$ cat src/design/lbk_pkg.sv
package lbk_pkg;
   // ****************************************
   // geometry and clock
   // ****************************************
   localparam int CLK_NS    = 50;
   localparam int NBANK     = 8;
   localparam int BANK_W    = 3;
   localparam int CNT_W     = 8;
   localparam int DATA_W    = 32;
   localparam int MASK_W    = 4;
   localparam int BURST_LEN = 8;

   // ****************************************
   // timing in its own unit
   // ****************************************
   localparam int T_RCD_NS   = 18;
   localparam int T_RP_NS    = 18;
   localparam int T_RRD_NS   = 10;
   localparam int T_RFCAB_NS = 130;
   localparam int T_XP_NS    = 8;
   localparam int T_XSR_NS   = 140;
   localparam int T_INIT5_NS = 10000;
   localparam int T_MRR_CK   = 4;
   localparam int T_MRW_CK   = 10;

   // least times round up, never below one cycle
   function automatic int min_cyc(input int ns);
      int c;
      c = (ns + CLK_NS - 1) / CLK_NS;
      return (c < 1) ? 1 : c;
   endfunction

   localparam logic [CNT_W-1:0] RCD_CYC   = CNT_W'(min_cyc(T_RCD_NS));
   localparam logic [CNT_W-1:0] RP_CYC    = CNT_W'(min_cyc(T_RP_NS));
   localparam logic [CNT_W-1:0] RRD_CYC   = CNT_W'(min_cyc(T_RRD_NS));
   localparam logic [CNT_W-1:0] RFC_CYC   = CNT_W'(min_cyc(T_RFCAB_NS));
   localparam logic [CNT_W-1:0] INIT_CYC  = CNT_W'(min_cyc(T_INIT5_NS));
   localparam logic [CNT_W-1:0] EXIT_CYC  =
      CNT_W'(min_cyc((T_XSR_NS > T_XP_NS) ? T_XSR_NS : T_XP_NS));
   localparam logic [CNT_W-1:0] MRR_CYC   = CNT_W'(T_MRR_CK);
   localparam logic [CNT_W-1:0] MRW_CYC   = CNT_W'(T_MRW_CK);
   localparam logic [CNT_W-1:0] BURST_CYC = CNT_W'(BURST_LEN / 2);

   // ****************************************
   // states and commands
   // ****************************************
   typedef enum logic [5:0] {
      BK_IDLE   = 6'h01,
      BK_OPEN   = 6'h02,
      BK_ACTIVE = 6'h04,
      BK_READ   = 6'h08,
      BK_WRITE  = 6'h10,
      BK_PRECH  = 6'h20
   } lbk_bank_t;

   typedef enum logic [7:0] {
      DV_PWRON = 8'h01,
      DV_RESET = 8'h02,
      DV_NORM  = 8'h04,
      DV_MRRI  = 8'h08,
      DV_MRRA  = 8'h10,
      DV_MRRR  = 8'h20,
      DV_MRW   = 8'h40,
      DV_REF   = 8'h80
   } lbk_dev_t;

   typedef enum logic [3:0] {
      CMD_NOP    = 4'h0,
      CMD_ACT    = 4'h1,
      CMD_RD     = 4'h2,
      CMD_WR     = 4'h3,
      CMD_PRE    = 4'h4,
      CMD_MRR    = 4'h5,
      CMD_MRW    = 4'h6,
      CMD_MRWRST = 4'h7,
      CMD_REF    = 4'h8
   } lbk_cmd_t;
endpackage

$ cat src/design/lbk_ctrl.sv
// Function
// - with bank n idle, bank m takes whatever its own state allows
// - beside open or closing bank, accept ACT, RD, WR, PRE; beside opening bank, RD, WR, PRE only
// - mode read accepted while a bank opens or closes
// - mode read goes to idle or active reading per target bank state
// - auto precharge does not change the inter-bank checks
// - after auto precharge, other banks take any valid command
// - mode read from resetting returns to resetting, not idle
// - reset by mode write from power-on, needs all banks idle
// - idle after precharge delay, active after activate delay
// - checks apply only with enable high twice and exit delay done
// - unlisted state and command pairs are refused
// - a write byte is stored when its mask is low, dropped when high
module lbk_ctrl (
   input  wire logic                        core_clk,    // channel clock
   input  wire logic                        reset_n,     // async reset
   input  wire logic                        cke,         // clock enable pin
   input  wire logic                        cmdValid,    // command present
   input  wire lbk_pkg::lbk_cmd_t           cmdCode,     // decoded command
   input  wire logic [lbk_pkg::BANK_W-1:0]  cmdBank,     // target bank
   input  wire logic                        cmdAllBanks, // precharge all
   input  wire logic                        cmdAutoPre,  // auto precharge
   input  wire logic                        wrBeatValid, // write beat present
   input  wire logic [lbk_pkg::DATA_W-1:0]  wrData,      // write beat data
   input  wire logic [lbk_pkg::MASK_W-1:0]  wrMask,      // byte mask, high drops
   output logic                             cmdAccept,   // command taken
   output logic                             cmdIllegal,  // command refused
   output logic [lbk_pkg::NBANK*6-1:0]      bankStates,  // bank states packed
   output lbk_pkg::lbk_dev_t                devState,    // device state
   output logic                             wrStore,     // beat stored
   output logic [lbk_pkg::DATA_W-1:0]       wrStoreData, // stored beat
   output logic [lbk_pkg::MASK_W-1:0]       wrByteEn     // bytes kept
);
   localparam int NB = lbk_pkg::NBANK;

   // ****************************************
   // declarations
   // ****************************************
   lbk_pkg::lbk_bank_t               bankSt [NB];
   lbk_pkg::lbk_bank_t               tgtSt;
   lbk_pkg::lbk_dev_t                dev_r;
   lbk_pkg::lbk_dev_t                devNxt;
   logic [NB-1:0]                    isIdle;
   logic [NB-1:0]                    isActive;
   logic [NB-1:0]                    isRead;
   logic [NB-1:0]                    isWrite;
   logic [NB-1:0]                    apPend;
   logic [NB-1:0]                    bankSel;
   logic [NB-1:0]                    preSel;
   logic [NB-1:0]                    preOk;
   logic [NB-1:0]                    goAct;
   logic [NB-1:0]                    goRd;
   logic [NB-1:0]                    goWr;
   logic [NB-1:0]                    goPre;
   logic                             ckePrev_r;
   logic                             ckeRise;
   logic                             exitBusy;
   logic                             rulesOn;
   logic                             cmdLive;
   logic                             legal;
   logic                             normLegal;
   logic                             allIdle;
   logic                             anyRead;
   logic                             anyWrite;
   logic                             noBurst;
   logic                             tgtCol;
   logic                             tgtOpen;
   logic                             actOk;
   logic                             rdOk;
   logic                             wrOk;
   logic                             preLegal;
   logic                             rrdBusy;
   logic                             initBusy;
   logic                             modeExpire;
   logic                             modeLoad;
   logic [lbk_pkg::CNT_W-1:0]        modeVal;
   logic                             wrStore_r;
   logic [lbk_pkg::DATA_W-1:0]       wrStoreData_r;
   logic [lbk_pkg::MASK_W-1:0]       wrByteEn_r;

   function automatic logic is_cmd(input lbk_pkg::lbk_cmd_t c,
                                   input lbk_pkg::lbk_cmd_t k);
      return c == k;
   endfunction

   function automatic logic acc(input lbk_pkg::lbk_cmd_t k);
      return cmdAccept && (cmdCode == k);
   endfunction

   // ****************************************
   // bank trackers
   // ****************************************
   for (genvar i = 0; i < NB; i++) begin : g_bank
      lbk_bank_fsm u_bank (
         .core_clk (core_clk),
         .reset_n  (reset_n),
         .goAct    (goAct[i]),
         .goRd     (goRd[i]),
         .goWr     (goWr[i]),
         .goPre    (goPre[i]),
         .autoPre  (cmdAutoPre),
         .state    (bankSt[i]),
         .apPend   (apPend[i])
      );
      assign isIdle[i]   = bankSt[i] == lbk_pkg::BK_IDLE;
      assign isActive[i] = bankSt[i] == lbk_pkg::BK_ACTIVE;
      assign isRead[i]   = bankSt[i] == lbk_pkg::BK_READ;
      assign isWrite[i]  = bankSt[i] == lbk_pkg::BK_WRITE;
      assign bankStates[i*6 +: 6] = bankSt[i];
   end

   // ****************************************
   // shared timers
   // ****************************************
   assign ckeRise = cke && !ckePrev_r;

   lbk_dly_cnt u_exit (
      .core_clk (core_clk),
      .reset_n  (reset_n),
      .load     (ckeRise),
      .loadVal  (lbk_pkg::EXIT_CYC),
      .busy     (exitBusy),
      .expire   ()
   );

   lbk_dly_cnt u_rrd (
      .core_clk (core_clk),
      .reset_n  (reset_n),
      .load     (acc(lbk_pkg::CMD_ACT)),
      .loadVal  (lbk_pkg::RRD_CYC),
      .busy     (rrdBusy),
      .expire   ()
   );

   lbk_dly_cnt u_init (
      .core_clk (core_clk),
      .reset_n  (reset_n),
      .load     (acc(lbk_pkg::CMD_MRWRST)),
      .loadVal  (lbk_pkg::INIT_CYC),
      .busy     (initBusy),
      .expire   ()
   );

   // one timer serves all mode states, they never overlap
   assign modeLoad = acc(lbk_pkg::CMD_MRR) || acc(lbk_pkg::CMD_MRW) ||
                     acc(lbk_pkg::CMD_REF);
   assign modeVal  = is_cmd(cmdCode, lbk_pkg::CMD_MRR) ? lbk_pkg::MRR_CYC :
                     is_cmd(cmdCode, lbk_pkg::CMD_MRW) ? lbk_pkg::MRW_CYC :
                                                         lbk_pkg::RFC_CYC;

   lbk_dly_cnt u_mode (
      .core_clk (core_clk),
      .reset_n  (reset_n),
      .load     (modeLoad),
      .loadVal  (modeVal),
      .busy     (),
      .expire   (modeExpire)
   );

   // ****************************************
   // command legality
   // ****************************************
   // first edge after reset release counts as an exit too
   assign rulesOn  = cke && ckePrev_r && !exitBusy;
   assign cmdLive  = cmdValid && (cmdCode != lbk_pkg::CMD_NOP);
   assign tgtSt    = bankSt[cmdBank];
   assign allIdle  = &isIdle;
   // burst state alone, auto precharge flag not consulted
   assign anyRead  = |isRead;
   assign anyWrite = |isWrite;
   assign noBurst  = !anyRead && !anyWrite;
   assign tgtCol   = (tgtSt == lbk_pkg::BK_ACTIVE ||
                      tgtSt == lbk_pkg::BK_READ ||
                      tgtSt == lbk_pkg::BK_WRITE) && !apPend[cmdBank];
   assign tgtOpen  = tgtSt == lbk_pkg::BK_ACTIVE ||
                     tgtSt == lbk_pkg::BK_OPEN;
   // other banks only matter through timing and burst direction
   assign actOk    = isIdle[cmdBank] && !rrdBusy;
   assign rdOk     = tgtCol && !anyWrite;
   assign wrOk     = tgtCol && !anyRead;
   assign preOk    = isIdle | isActive;
   assign preLegal = cmdAllBanks ? &preOk : preOk[cmdBank];

   always_comb begin
      case (cmdCode)
         lbk_pkg::CMD_ACT:    normLegal = actOk;
         lbk_pkg::CMD_RD:     normLegal = rdOk;
         lbk_pkg::CMD_WR:     normLegal = wrOk;
         lbk_pkg::CMD_PRE:    normLegal = preLegal;
         lbk_pkg::CMD_MRR:    normLegal = noBurst;
         lbk_pkg::CMD_MRW:    normLegal = allIdle;
         lbk_pkg::CMD_REF:    normLegal = allIdle;
         lbk_pkg::CMD_MRWRST: normLegal = allIdle;
         default:             normLegal = 1'b0;
      endcase
   end

   always_comb begin
      case (dev_r)
         lbk_pkg::DV_PWRON:
            legal = is_cmd(cmdCode, lbk_pkg::CMD_MRWRST);
         lbk_pkg::DV_RESET:
            legal = is_cmd(cmdCode, lbk_pkg::CMD_MRR) && initBusy;
         lbk_pkg::DV_NORM:
            legal = normLegal;
         default:
            legal = 1'b0;
      endcase
   end

   assign cmdAccept  = cmdLive && rulesOn && legal;
   assign cmdIllegal = cmdLive && !cmdAccept;

   // ****************************************
   // bank steering
   // ****************************************
   assign bankSel = {{(NB-1){1'b0}}, 1'b1} << cmdBank;
   assign preSel  = cmdAllBanks ? {NB{1'b1}} : bankSel;
   assign goAct   = {NB{acc(lbk_pkg::CMD_ACT)}} & bankSel;
   assign goRd    = {NB{acc(lbk_pkg::CMD_RD)}} & bankSel;
   assign goWr    = {NB{acc(lbk_pkg::CMD_WR)}} & bankSel;
   assign goPre   = {NB{acc(lbk_pkg::CMD_PRE)}} & preSel;

   // ****************************************
   // device state
   // ****************************************
   always_comb begin
      devNxt = dev_r;
      case (dev_r)
         lbk_pkg::DV_PWRON: begin
            if (acc(lbk_pkg::CMD_MRWRST)) begin
               devNxt = lbk_pkg::DV_RESET;
            end
         end
         lbk_pkg::DV_RESET: begin
            if (acc(lbk_pkg::CMD_MRR)) begin
               devNxt = lbk_pkg::DV_MRRR;
            end else if (!initBusy) begin
               devNxt = lbk_pkg::DV_NORM;
            end
         end
         lbk_pkg::DV_NORM: begin
            if (acc(lbk_pkg::CMD_MRR)) begin
               devNxt = tgtOpen ? lbk_pkg::DV_MRRA
                                : lbk_pkg::DV_MRRI;
            end else if (acc(lbk_pkg::CMD_MRW)) begin
               devNxt = lbk_pkg::DV_MRW;
            end else if (acc(lbk_pkg::CMD_REF)) begin
               devNxt = lbk_pkg::DV_REF;
            end else if (acc(lbk_pkg::CMD_MRWRST)) begin
               devNxt = lbk_pkg::DV_RESET;
            end
         end
         lbk_pkg::DV_MRRR: begin
            if (modeExpire) begin
               devNxt = lbk_pkg::DV_RESET;
            end
         end
         lbk_pkg::DV_MRRI, lbk_pkg::DV_MRRA,
         lbk_pkg::DV_MRW, lbk_pkg::DV_REF: begin
            if (modeExpire) begin
               devNxt = lbk_pkg::DV_NORM;
            end
         end
         default: begin
            devNxt = lbk_pkg::DV_PWRON;
         end
      endcase
   end

   assign devState = dev_r;

   // ****************************************
   // write mask path
   // ****************************************
   // mask travels with its own beat, so no realignment is needed
   always_ff @(posedge core_clk or negedge reset_n) begin
      if (!reset_n) begin
         wrStore_r     <= 1'b0;
         wrStoreData_r <= '0;
         wrByteEn_r    <= '0;
      end else begin
         wrStore_r     <= wrBeatValid && anyWrite;
         wrStoreData_r <= wrData;
         wrByteEn_r    <= ~wrMask;
      end
   end

   assign wrStore     = wrStore_r;
   assign wrStoreData = wrStoreData_r;
   assign wrByteEn    = wrByteEn_r;

   always_ff @(posedge core_clk or negedge reset_n) begin
      if (!reset_n) begin
         dev_r     <= lbk_pkg::DV_PWRON;
         ckePrev_r <= 1'b0;
      end else begin
         dev_r     <= devNxt;
         ckePrev_r <= cke;
      end
   end
endmodule

$ cat src/design/lbk_dly_cnt.sv
module lbk_dly_cnt (
   input  wire logic                      core_clk, // channel clock
   input  wire logic                      reset_n,  // async reset
   input  wire logic                      load,     // start the delay
   input  wire logic [lbk_pkg::CNT_W-1:0] loadVal,  // delay in cycles
   output logic                           busy,     // delay running
   output logic                           expire    // last cycle of delay
);
   logic [lbk_pkg::CNT_W-1:0] count_r;
   logic [lbk_pkg::CNT_W-1:0] countNxt;

   assign countNxt = load ? loadVal :
                     (busy ? count_r - 1'b1 : count_r);
   assign busy     = count_r != '0;
   assign expire   = count_r == lbk_pkg::CNT_W'(1);

   always_ff @(posedge core_clk or negedge reset_n) begin
      if (!reset_n) begin
         count_r <= '0;
      end else begin
         count_r <= countNxt;
      end
   end
endmodule

$ cat src/design/lbk_bank_fsm.sv
module lbk_bank_fsm (
   input  wire logic          core_clk, // channel clock
   input  wire logic          reset_n,  // async reset
   input  wire logic          goAct,    // accepted activate
   input  wire logic          goRd,     // accepted read
   input  wire logic          goWr,     // accepted write
   input  wire logic          goPre,    // accepted precharge
   input  wire logic          autoPre,  // column command closes row
   output lbk_pkg::lbk_bank_t state,    // bank state
   output logic               apPend    // auto precharge armed
);
   localparam int RCD_D = lbk_pkg::RCD_CYC;

   lbk_pkg::lbk_bank_t        state_r;
   lbk_pkg::lbk_bank_t        stateNxt;
   logic [lbk_pkg::CNT_W-1:0] cnt_r;
   logic [lbk_pkg::CNT_W-1:0] cntNxt;
   logic                      ap_r;
   logic                      apNxt;
   logic                      lastCyc;

   assign lastCyc = cnt_r == lbk_pkg::CNT_W'(1);
   assign state   = state_r;
   assign apPend  = ap_r;

   // ****************************************
   // next state
   // ****************************************
   // legality is settled upstream, so any go is taken as given
   always_comb begin
      stateNxt = state_r;
      cntNxt   = (cnt_r == '0) ? cnt_r : cnt_r - 1'b1;
      apNxt    = ap_r;
      if (goAct) begin
         stateNxt = lbk_pkg::BK_OPEN;
         cntNxt   = lbk_pkg::RCD_CYC;
      end else if (goRd || goWr) begin
         stateNxt = goRd ? lbk_pkg::BK_READ : lbk_pkg::BK_WRITE;
         cntNxt   = lbk_pkg::BURST_CYC;
         apNxt    = autoPre;
      end else if (goPre) begin
         stateNxt = lbk_pkg::BK_PRECH;
         cntNxt   = lbk_pkg::RP_CYC;
      end else begin
         case (state_r)
            lbk_pkg::BK_OPEN: begin
               if (lastCyc) begin
                  stateNxt = lbk_pkg::BK_ACTIVE;
               end
            end
            lbk_pkg::BK_READ, lbk_pkg::BK_WRITE: begin
               if (lastCyc) begin
                  stateNxt = ap_r ? lbk_pkg::BK_PRECH
                                  : lbk_pkg::BK_ACTIVE;
                  cntNxt   = ap_r ? lbk_pkg::RP_CYC : '0;
                  apNxt    = 1'b0;
               end
            end
            lbk_pkg::BK_PRECH: begin
               if (lastCyc) begin
                  stateNxt = lbk_pkg::BK_IDLE;
               end
            end
            lbk_pkg::BK_IDLE, lbk_pkg::BK_ACTIVE: begin
               stateNxt = state_r;
            end
            default: begin
               stateNxt = lbk_pkg::BK_IDLE;
            end
         endcase
      end
   end

   always_ff @(posedge core_clk or negedge reset_n) begin
      if (!reset_n) begin
         state_r <= lbk_pkg::BK_IDLE;
         cnt_r   <= '0;
         ap_r    <= 1'b0;
      end else begin
         state_r <= stateNxt;
         cnt_r   <= cntNxt;
         ap_r    <= apNxt;
      end
   end
endmodule

$ cat config.mk
export PLATFORM = sky130hd
export DESIGN_NAME = lbk_ctrl
export DESIGN_NICKNAME = d
export VERILOG_FILES = /design/src/design/lbk_pkg.sv /design/src/design/lbk_ctrl.sv /design/src/design/lbk_dly_cnt.sv /design/src/design/lbk_bank_fsm.sv
export SDC_FILE = /design/constraint.sdc
export NUM_CORES = 1
export LEC_CHECK = 0
export ABC_AREA = 1
export BUFFER_PORTS_ARGS = -buffer_cell sky130_fd_sc_hd__buf_2
export CORE_MARGIN = 4
export CORE_UTILIZATION = 40
export CTS_CLUSTER_DIAMETER = 100
export DETAILED_ROUTE_END_ITERATION = 8
export PLACE_DENSITY = 0.59
export SKIP_CTS_REPAIR_TIMING = 1
export SLEW_MARGIN = 40
export SYNTH_ARGS = -nofsm -noshare
export SYNTH_HDL_FRONTEND = slang
export SYNTH_SLANG_ARGS = --single-unit
$ cat constraint.sdc
create_clock -name core_clk -period 2.8 [get_ports core_clk]
set_clock_uncertainty 0.1 [all_clocks]
set_input_delay 0.42 -clock core_clk [delete_from_list [all_inputs] [get_ports core_clk]]
set_output_delay 0.42 -clock core_clk [all_outputs]
set_load 0.02 [all_outputs]
* After elaboration in Yosys (flattened, before gate mapping) *
Cells that the tools add are included.
W data, S select, Z words.

operators by class
  reductions and logical operators = 114
  equality and inequality tests = 120
  $lt $le $gt $ge = 2
  $add $sub $neg = 12
  shift operators = 1
  bitwise gates (word level) = 15
  muxes and demuxes = 193

operators with widths
  operator               count
  $mux W8                65
  $mux W6                58
  $pmux W6 S4            8
  $ne A5 B3 Y1 const B   24
  $sub A8 B1 Y8 const B  12
  $eq A8 B1 Y1 const B   10
  $logic_not A8 Y1       8
  $reduce_and A4 Y1      16
  $eq A6 B2 Y1 const B   9
  $eq A6 B3 Y1 const B   9
  $eq A6 B4 Y1 const B   9
  $eq A6 B5 Y1 const B   9
  $eq A6 B1 Y1 const B   8
  $eq A6 B6 Y1 const B   8
  $mux W5                9
  $mux W1                44
  $pmux W8 S5            1
  $reduce_bool A2 Y1     20
  $and A8 B8 Y8          4
  $ne A4 B3 Y1 const B   8
  $reduce_bool A8 Y1     4
  $reduce_or A2 Y1       16
  $logic_and A1 B1 Y1    22
  $bmux W6 S3            1
  33 further kinds       75

word-level totals
  input bits = 50
  register bits after elaboration = 198
  word-level logic and storage cells = 490
  output and inout port bits = 95

* Depth between registers and ports, before layout *
  depth after elaboration = 18
  gate-level depth with buffers = 26

* Cells and area by module *
From an unflattened synthesis, not the netlist that was laid out.

second synthesis, totals
  cell total of the unflattened synthesis = 1842
  area total of the unflattened synthesis = 13630.6 um2

modules (own cells, without submodules)
  module                                cells an instance  times used  area each (um2)
  lbk_bank_fsm at g_bank[1].u_bank ...  120                7           984.7
  lbk_ctrl                              555                1           3334.4
  lbk_dly_cnt                           81                 4           609.3
  lbk_bank_fsm at g_bank[0].u_bank      123                1           965.9

* Worst setup path before layout *
Ideal clock, no wire load.

  kind = register to output
  from = register g_bank[6].u_bank.state_r[0]
  to = output cmdIllegal
  data arrival time = 2191 ps
  buffers on the path = 0
  setup slack = 89 ps
  stages on the path, launching flop included = 19
  cell sequence = dfstp_2 -> inv_1 -> o21ai_0 -> nand2_1 -> nand3_1 -> nand2_1 -> nand2_1 -> nor2_1 -> nand2_1 -> nand2_1 -> nand2_1 -> nor2_1 -> nor2_1 -> nand2_1 -> nand2_2 -> nand2_4 -> nand2_2 -> inv_2 -> nor2_1

on the way
  cells in the longest elaborated chain, start to end = 13

ends and longest elaborated chain
  what                                                 RTL line                          RTL
  start, declared                                      lbk_bank_fsm.sv:14                lbk_pkg::lbk_bank_t state_r;
  start signal, assigned                               lbk_bank_fsm.sv:76                state_r <= lbk_pkg::BK_IDLE;
  start signal, assigned                               lbk_bank_fsm.sv:80                state_r <= stateNxt;
  $bmux W6 S3                                          lbk_ctrl.sv:166                   assign tgtSt = bankSt[cmdBank];
  $mux W6 (implied by the code) (2 in a row)           lbk_ctrl.sv:166
  $eq A6 B3 Y1 / $eq A6 B4 Y1 (equally long branches)  lbk_ctrl.sv:172, lbk_ctrl.sv:173
  $logic_or A1 B1 Y1                                   lbk_ctrl.sv:172                   assign tgtCol = (tgtSt == lbk_pkg::BK_ACTIVE ||
  $logic_or A1 B1 Y1                                   lbk_ctrl.sv:173                   tgtSt == lbk_pkg::BK_READ ||
  $logic_and A1 B1 Y1                                  lbk_ctrl.sv:174                   tgtSt == lbk_pkg::BK_WRITE) && !apPend[cmdBank];
  $logic_and A1 B1 Y1 (on tied branches)               lbk_ctrl.sv:180, lbk_ctrl.sv:179
  $pmux W1 S6 *                                        lbk_ctrl.sv:185                   case (cmdCode)
  $pmux W1 S3 *                                        lbk_ctrl.sv:199                   case (dev_r)
  $logic_and A1 B1 Y1 *                                lbk_ctrl.sv:211                   assign cmdAccept = cmdLive && rulesOn && legal;
  named net cmdAccept                                  lbk_ctrl.sv:26                    output logic cmdAccept,
  $logic_not A1 Y1 *                                   lbk_ctrl.sv:212                   assign cmdIllegal = cmdLive && !cmdAccept;
  $logic_and A1 B1 Y1 *                                lbk_ctrl.sv:212
  end, declared                                        lbk_ctrl.sv:27                    output logic cmdIllegal,

Mark *: on every way through the listed nets, which the timed path passes. The rest lies on a longest branch. The select of a mux whose other input is x is not followed.

* Worst setup path in the final report *
  from = register g_bank[5].u_bank.state_r[2]
  to = output cmdIllegal

on the way
  cells in the longest elaborated chain, start to end = 13

ends and longest elaborated chain
  what                                                 RTL line
  start, declared                                      lbk_bank_fsm.sv:14
  start signal, assigned                               lbk_bank_fsm.sv:76
  start signal, assigned                               lbk_bank_fsm.sv:80
  $bmux W6 S3                                          lbk_ctrl.sv:166
  $mux W6 (implied by the code) (2 in a row)           lbk_ctrl.sv:166
  $eq A6 B3 Y1 / $eq A6 B4 Y1 (equally long branches)  lbk_ctrl.sv:172, lbk_ctrl.sv:173
  $logic_or A1 B1 Y1                                   lbk_ctrl.sv:172
  $logic_or A1 B1 Y1                                   lbk_ctrl.sv:173
  $logic_and A1 B1 Y1                                  lbk_ctrl.sv:174
  $logic_and A1 B1 Y1 (on tied branches)               lbk_ctrl.sv:180, lbk_ctrl.sv:179
  $pmux W1 S6 *                                        lbk_ctrl.sv:185
  $pmux W1 S3 *                                        lbk_ctrl.sv:199
  $logic_and A1 B1 Y1 *                                lbk_ctrl.sv:211
  $logic_not A1 Y1 *                                   lbk_ctrl.sv:212
  $logic_and A1 B1 Y1 *                                lbk_ctrl.sv:212

Mark *: on every way between the ends. The rest lies on a longest branch, timed or not. The select of a mux whose other input is x is not followed.

==> impl_metrics.toml <==
[run_status]
status = "finished, violations left"
violations = "setup timing"

[setup_path]
crit_type = "reg2out"
crit_family = "simple AND/OR/NAND/NOR gates"
cp_slowest_stage_delay_ps = 400
worst_setup_path_start_kind = "flop"
worst_ep_arrival_time_ps = 2750
critPathBufInv = 3
worstPathRequired_ps = 2280
crit_chain = "nor2_1, nand4_1, nand4_1, nor3_2, buf_4, nand2_1, nor2_2, nor2_1, nand2_2, nand2_4, nand2_4, nand2_8, inv_8, nor2_4, buf_6"
worst_path_max_delay_cell = "dfrtp_1"
end_kind = "output port"
crit_path_max_fanout = 3

[power]
p_seq_frac = 0.430
clkPwrFrac = 0.280
p_leak_uw = 0.00863
power.density_nw_per_um2 = 549
intPower_uw = 5950
ir_drop_mv = 0.410
p_sw_frac = 0.361
p_sw_uw = 3360
combPwrFrac = 0.291

[placed_design]
placed_cells = 2282
gp_congestion = 0.980
io_buffers = 144
dp_hpwl_um = 29400

[global_route]
use_met1 = 0.307
antenna_found_initial = 0
grt_pass1_wl_um = 59500
grtUsageTotal = 0.227
grt_remaining_overflow = 0
grt_pass1_vias = 11600
top_usage_layer = "met2"
grt_use_met3 = 0.0532
met2_usage = 0.365
grt_max_degree = 70

[floorplan]
io_pins = 145
placementRows = 62
die_x_um = 179
core_um2 = 28900
start_util = 0.407
die-area_um2 = 32200
die_y_um = 179

[flow_run]
maxCapViolations = 0

[routing]
vias_per_cell = 5.13
dr_total_vias = 12300
wl_um = 39400
first_pass_iters = 6
drc = 0
drt.antenna.violating_nets = 0
drtIter0Drc = 970
wire_per_inst_um = 16.4

[clock_network]
h-tree-depth = 4
insertion_delay_ps = 470
clk_path_buf_depth = 2
cts.sinks = 198
cts_root_buf = "clkbuf_16"
numCtsBuffers = 17
path_clk_slew_ps = 90
cts_tree = "done"

[cells_and_area]
area_delta_synth_final_pct = 44.4
nets = 2080
antenna_cells = 0
fin_cells = 2397
drive_gt1_frac = 0.334
fillers = 2641

[timing]
worst_slew_pin_slew_ps = 725
slew_headroom = 0.515
period_share = 1.17
final.min_clock_period_ps = 3270
hold_ws_ps = 41.0
hold_viol = 0
layout_setup_ws_ps = -472
rsz0062_at_grt = "true"
setup_viol = 113
maxSlewViolCount = 0
timing.fmax_mhz = 306

[min_path]
hp-class = "in2reg"

[synth]
syn_inst = 1547
synthArstFlopShare = 1.00
synth_top_area_cell = "dfrtp_1"
yosys_warnings = 0
ys_ff_latch = 198
syn_area_per_cell_um2 = 7.60
ys_types = 54
synth.area.top_cells = "dfrtp_1, nand2_1, nor2_1"
syn_nets = 1627
ys_seq_area_frac = 0.423
synth_edf_count = 0
synth_area_um2 = 11800
synthFlopType = "dfrtp_1"
yosysTopAreaCellShare = 0.402
-- metrics by stage --
stage               TNS (ps)  total power (µW)   util  instance area [µm²]  worst slack (ps)
global placement      -13160              6370  0.506                14600              -208
detailed placement    -19810              6430  0.506                14600              -244
floorplan                  0              5650      -                11800              89.1
CTS                   -13530              9060  0.528                15200              -671
finish                -12170              9310  0.588                17000              -472
global route          -29360              9930  0.588                17000              -534
-- state kept, by name (all words and copies together), names as in the netlist --
signal,flops
u_init.count_r,8
wrByteEn,4
devState,8
wrStore,1
g_bank.u_bank.apPend,8
ckePrev_r,1
g_bank.u_bank.state,48
u_exit.count_r,8
g_bank.u_bank.cnt_r,64
wrStoreData,32
u_rrd.count_r,8
u_mode.count_r,8
-- power groups by stage --
| stage | Clock [µW] | Sequential [µW] | Combinational (µW) |
|---|---|---|---|
| finish | 2600 | 4000 | 2710 |
| floorplan | 0 | 3990 | 1650 |
| detailed placement | 0 | 4030 | 2400 |
| global placement | 0 | 4030 | 2340 |
| global route | 2780 | 4090 | 3060 |
| CTS | 2660 | 3990 | 2410 |
-- cells in the final DEF (no fill, tap or decap), types with 22 or more instances in the layout --
master and count:
nand2_1 310, buf_4 230, dfrtp_1 186, inv_1 177, nor2_1 169, buf_2 141, nand4_1 80, nand3_1 77
o21ai_0 53, nor3_1 46, xor2_1 44, dlygate4sd3_1 38, buf_6 32, nand2_2 30, nor2_2 30, a21oi_1 29
ha_1 28, nor3_2 26, inv_2 22
-- synth_stat cells (5+ instances only) --
cell	instances
nor2_2	8
nand2_2	5
xnor2_1	21
a31oi_1	5
nor3_2	5
xor2_1	44
nand3_1	98
buf_2	8
a211oi_1	6
inv_2	18
ha_1	30
o21ai_0	64
nor2_1	206
or2_2	8
inv_1	186
dfstp_2	9
a21oi_1	35
or3_1	6
dfrtp_1	189
nor4_1	11
nor3_1	70
nand2_1	349
o21ai_1	5
o21bai_1	11
o31ai_1	6
o22ai_1	5
nand4_1	80
o211ai_1	8
-- logic make-up (layout without fill, tap and decap cells) --
logic type | after synthesis | in the layout | synth area share
AO/OA/AOI/OAI | 166 | 166 | 0.0896
XOR/XNOR | 65 | 65 | 0.0484
adder cells (fa/ha/maj) | 30 | 30 | 0.0319
buffers and inverters | 222 | 688 | 0.0736
flip-flops | 198 | 198 | 0.423
multiplexers | 1 | 1 | 0.000852
AND/OR/NAND/NOR | 865 | 865 | 0.333
-- path summary, 6_finish.rpt --
| kind | endpoint | cells past startpoint | start | slack, ps |
|---|---|---|---|---|
| min in group asynchronous | wrStoreData[1]$_DFF_PN0_ | 2 | reset_n | 430 |
| max in group asynchronous | g_bank[5].u_bank.state[0]$_DFFE_PN1P_ | 3 | reset_n | 1400 |
| max | cmdIllegal | 15 | g_bank[5].u_bank.state[2]$_DFFE_PN0P_ | -470 |
| min reg2reg | u_exit.count_r[5]$_DFFE_PN0P_ | 1 | u_exit.count_r[5]$_DFFE_PN0P_ | 370 |
| max reg2reg | g_bank[0].u_bank.cnt_r[6]$_DFF_PN0_ | 21 | g_bank[0].u_bank.state[0]$_DFFE_PN1P_ | -230 |
| min | wrStore$_DFF_PN0_ | 3 | wrBeatValid | 40 |
-- worst reg2reg max path, cell delays in order, from the launching register on --
cell and delay, ps:
dfstp_2 570, nor2_4 50, nand2_2 80, nor2_2 40, nand3_2 110, nand4_1 180, nor3_2 230, buf_4 160
nand2_1 60, nor2_2 80, nor2_1 60, nand2_2 100, nand2_4 80, nand2_4 120, nand2_8 80, buf_4 150
buf_6 120, nor2_4 180, buf_4 150, nand2_4 60, nand3_4 120, nor2_2 40
-- layout make-up --
cell class	instances	area [µm²]	share of cell area
flip-flops and latches	198	4970	0.293
well taps	384	480	0.0283
inverters	205	795	0.0468
clock inverters	15	191	0.0113
multi-input cells	1127	6760	0.398
clock buffers	17	425	0.0251
repair buffers	450	3340	0.197
repair inverters	1	7.51	0.000442
-- routing by layer --
layer	wire length [µm]	vias to the layer above
met1	17100	5794
met2	18600	422
li1	-	6005
met3	2770	70
met5	0	-
met4	974	0
Note: power is estimated with default switching activity, not from simulation.
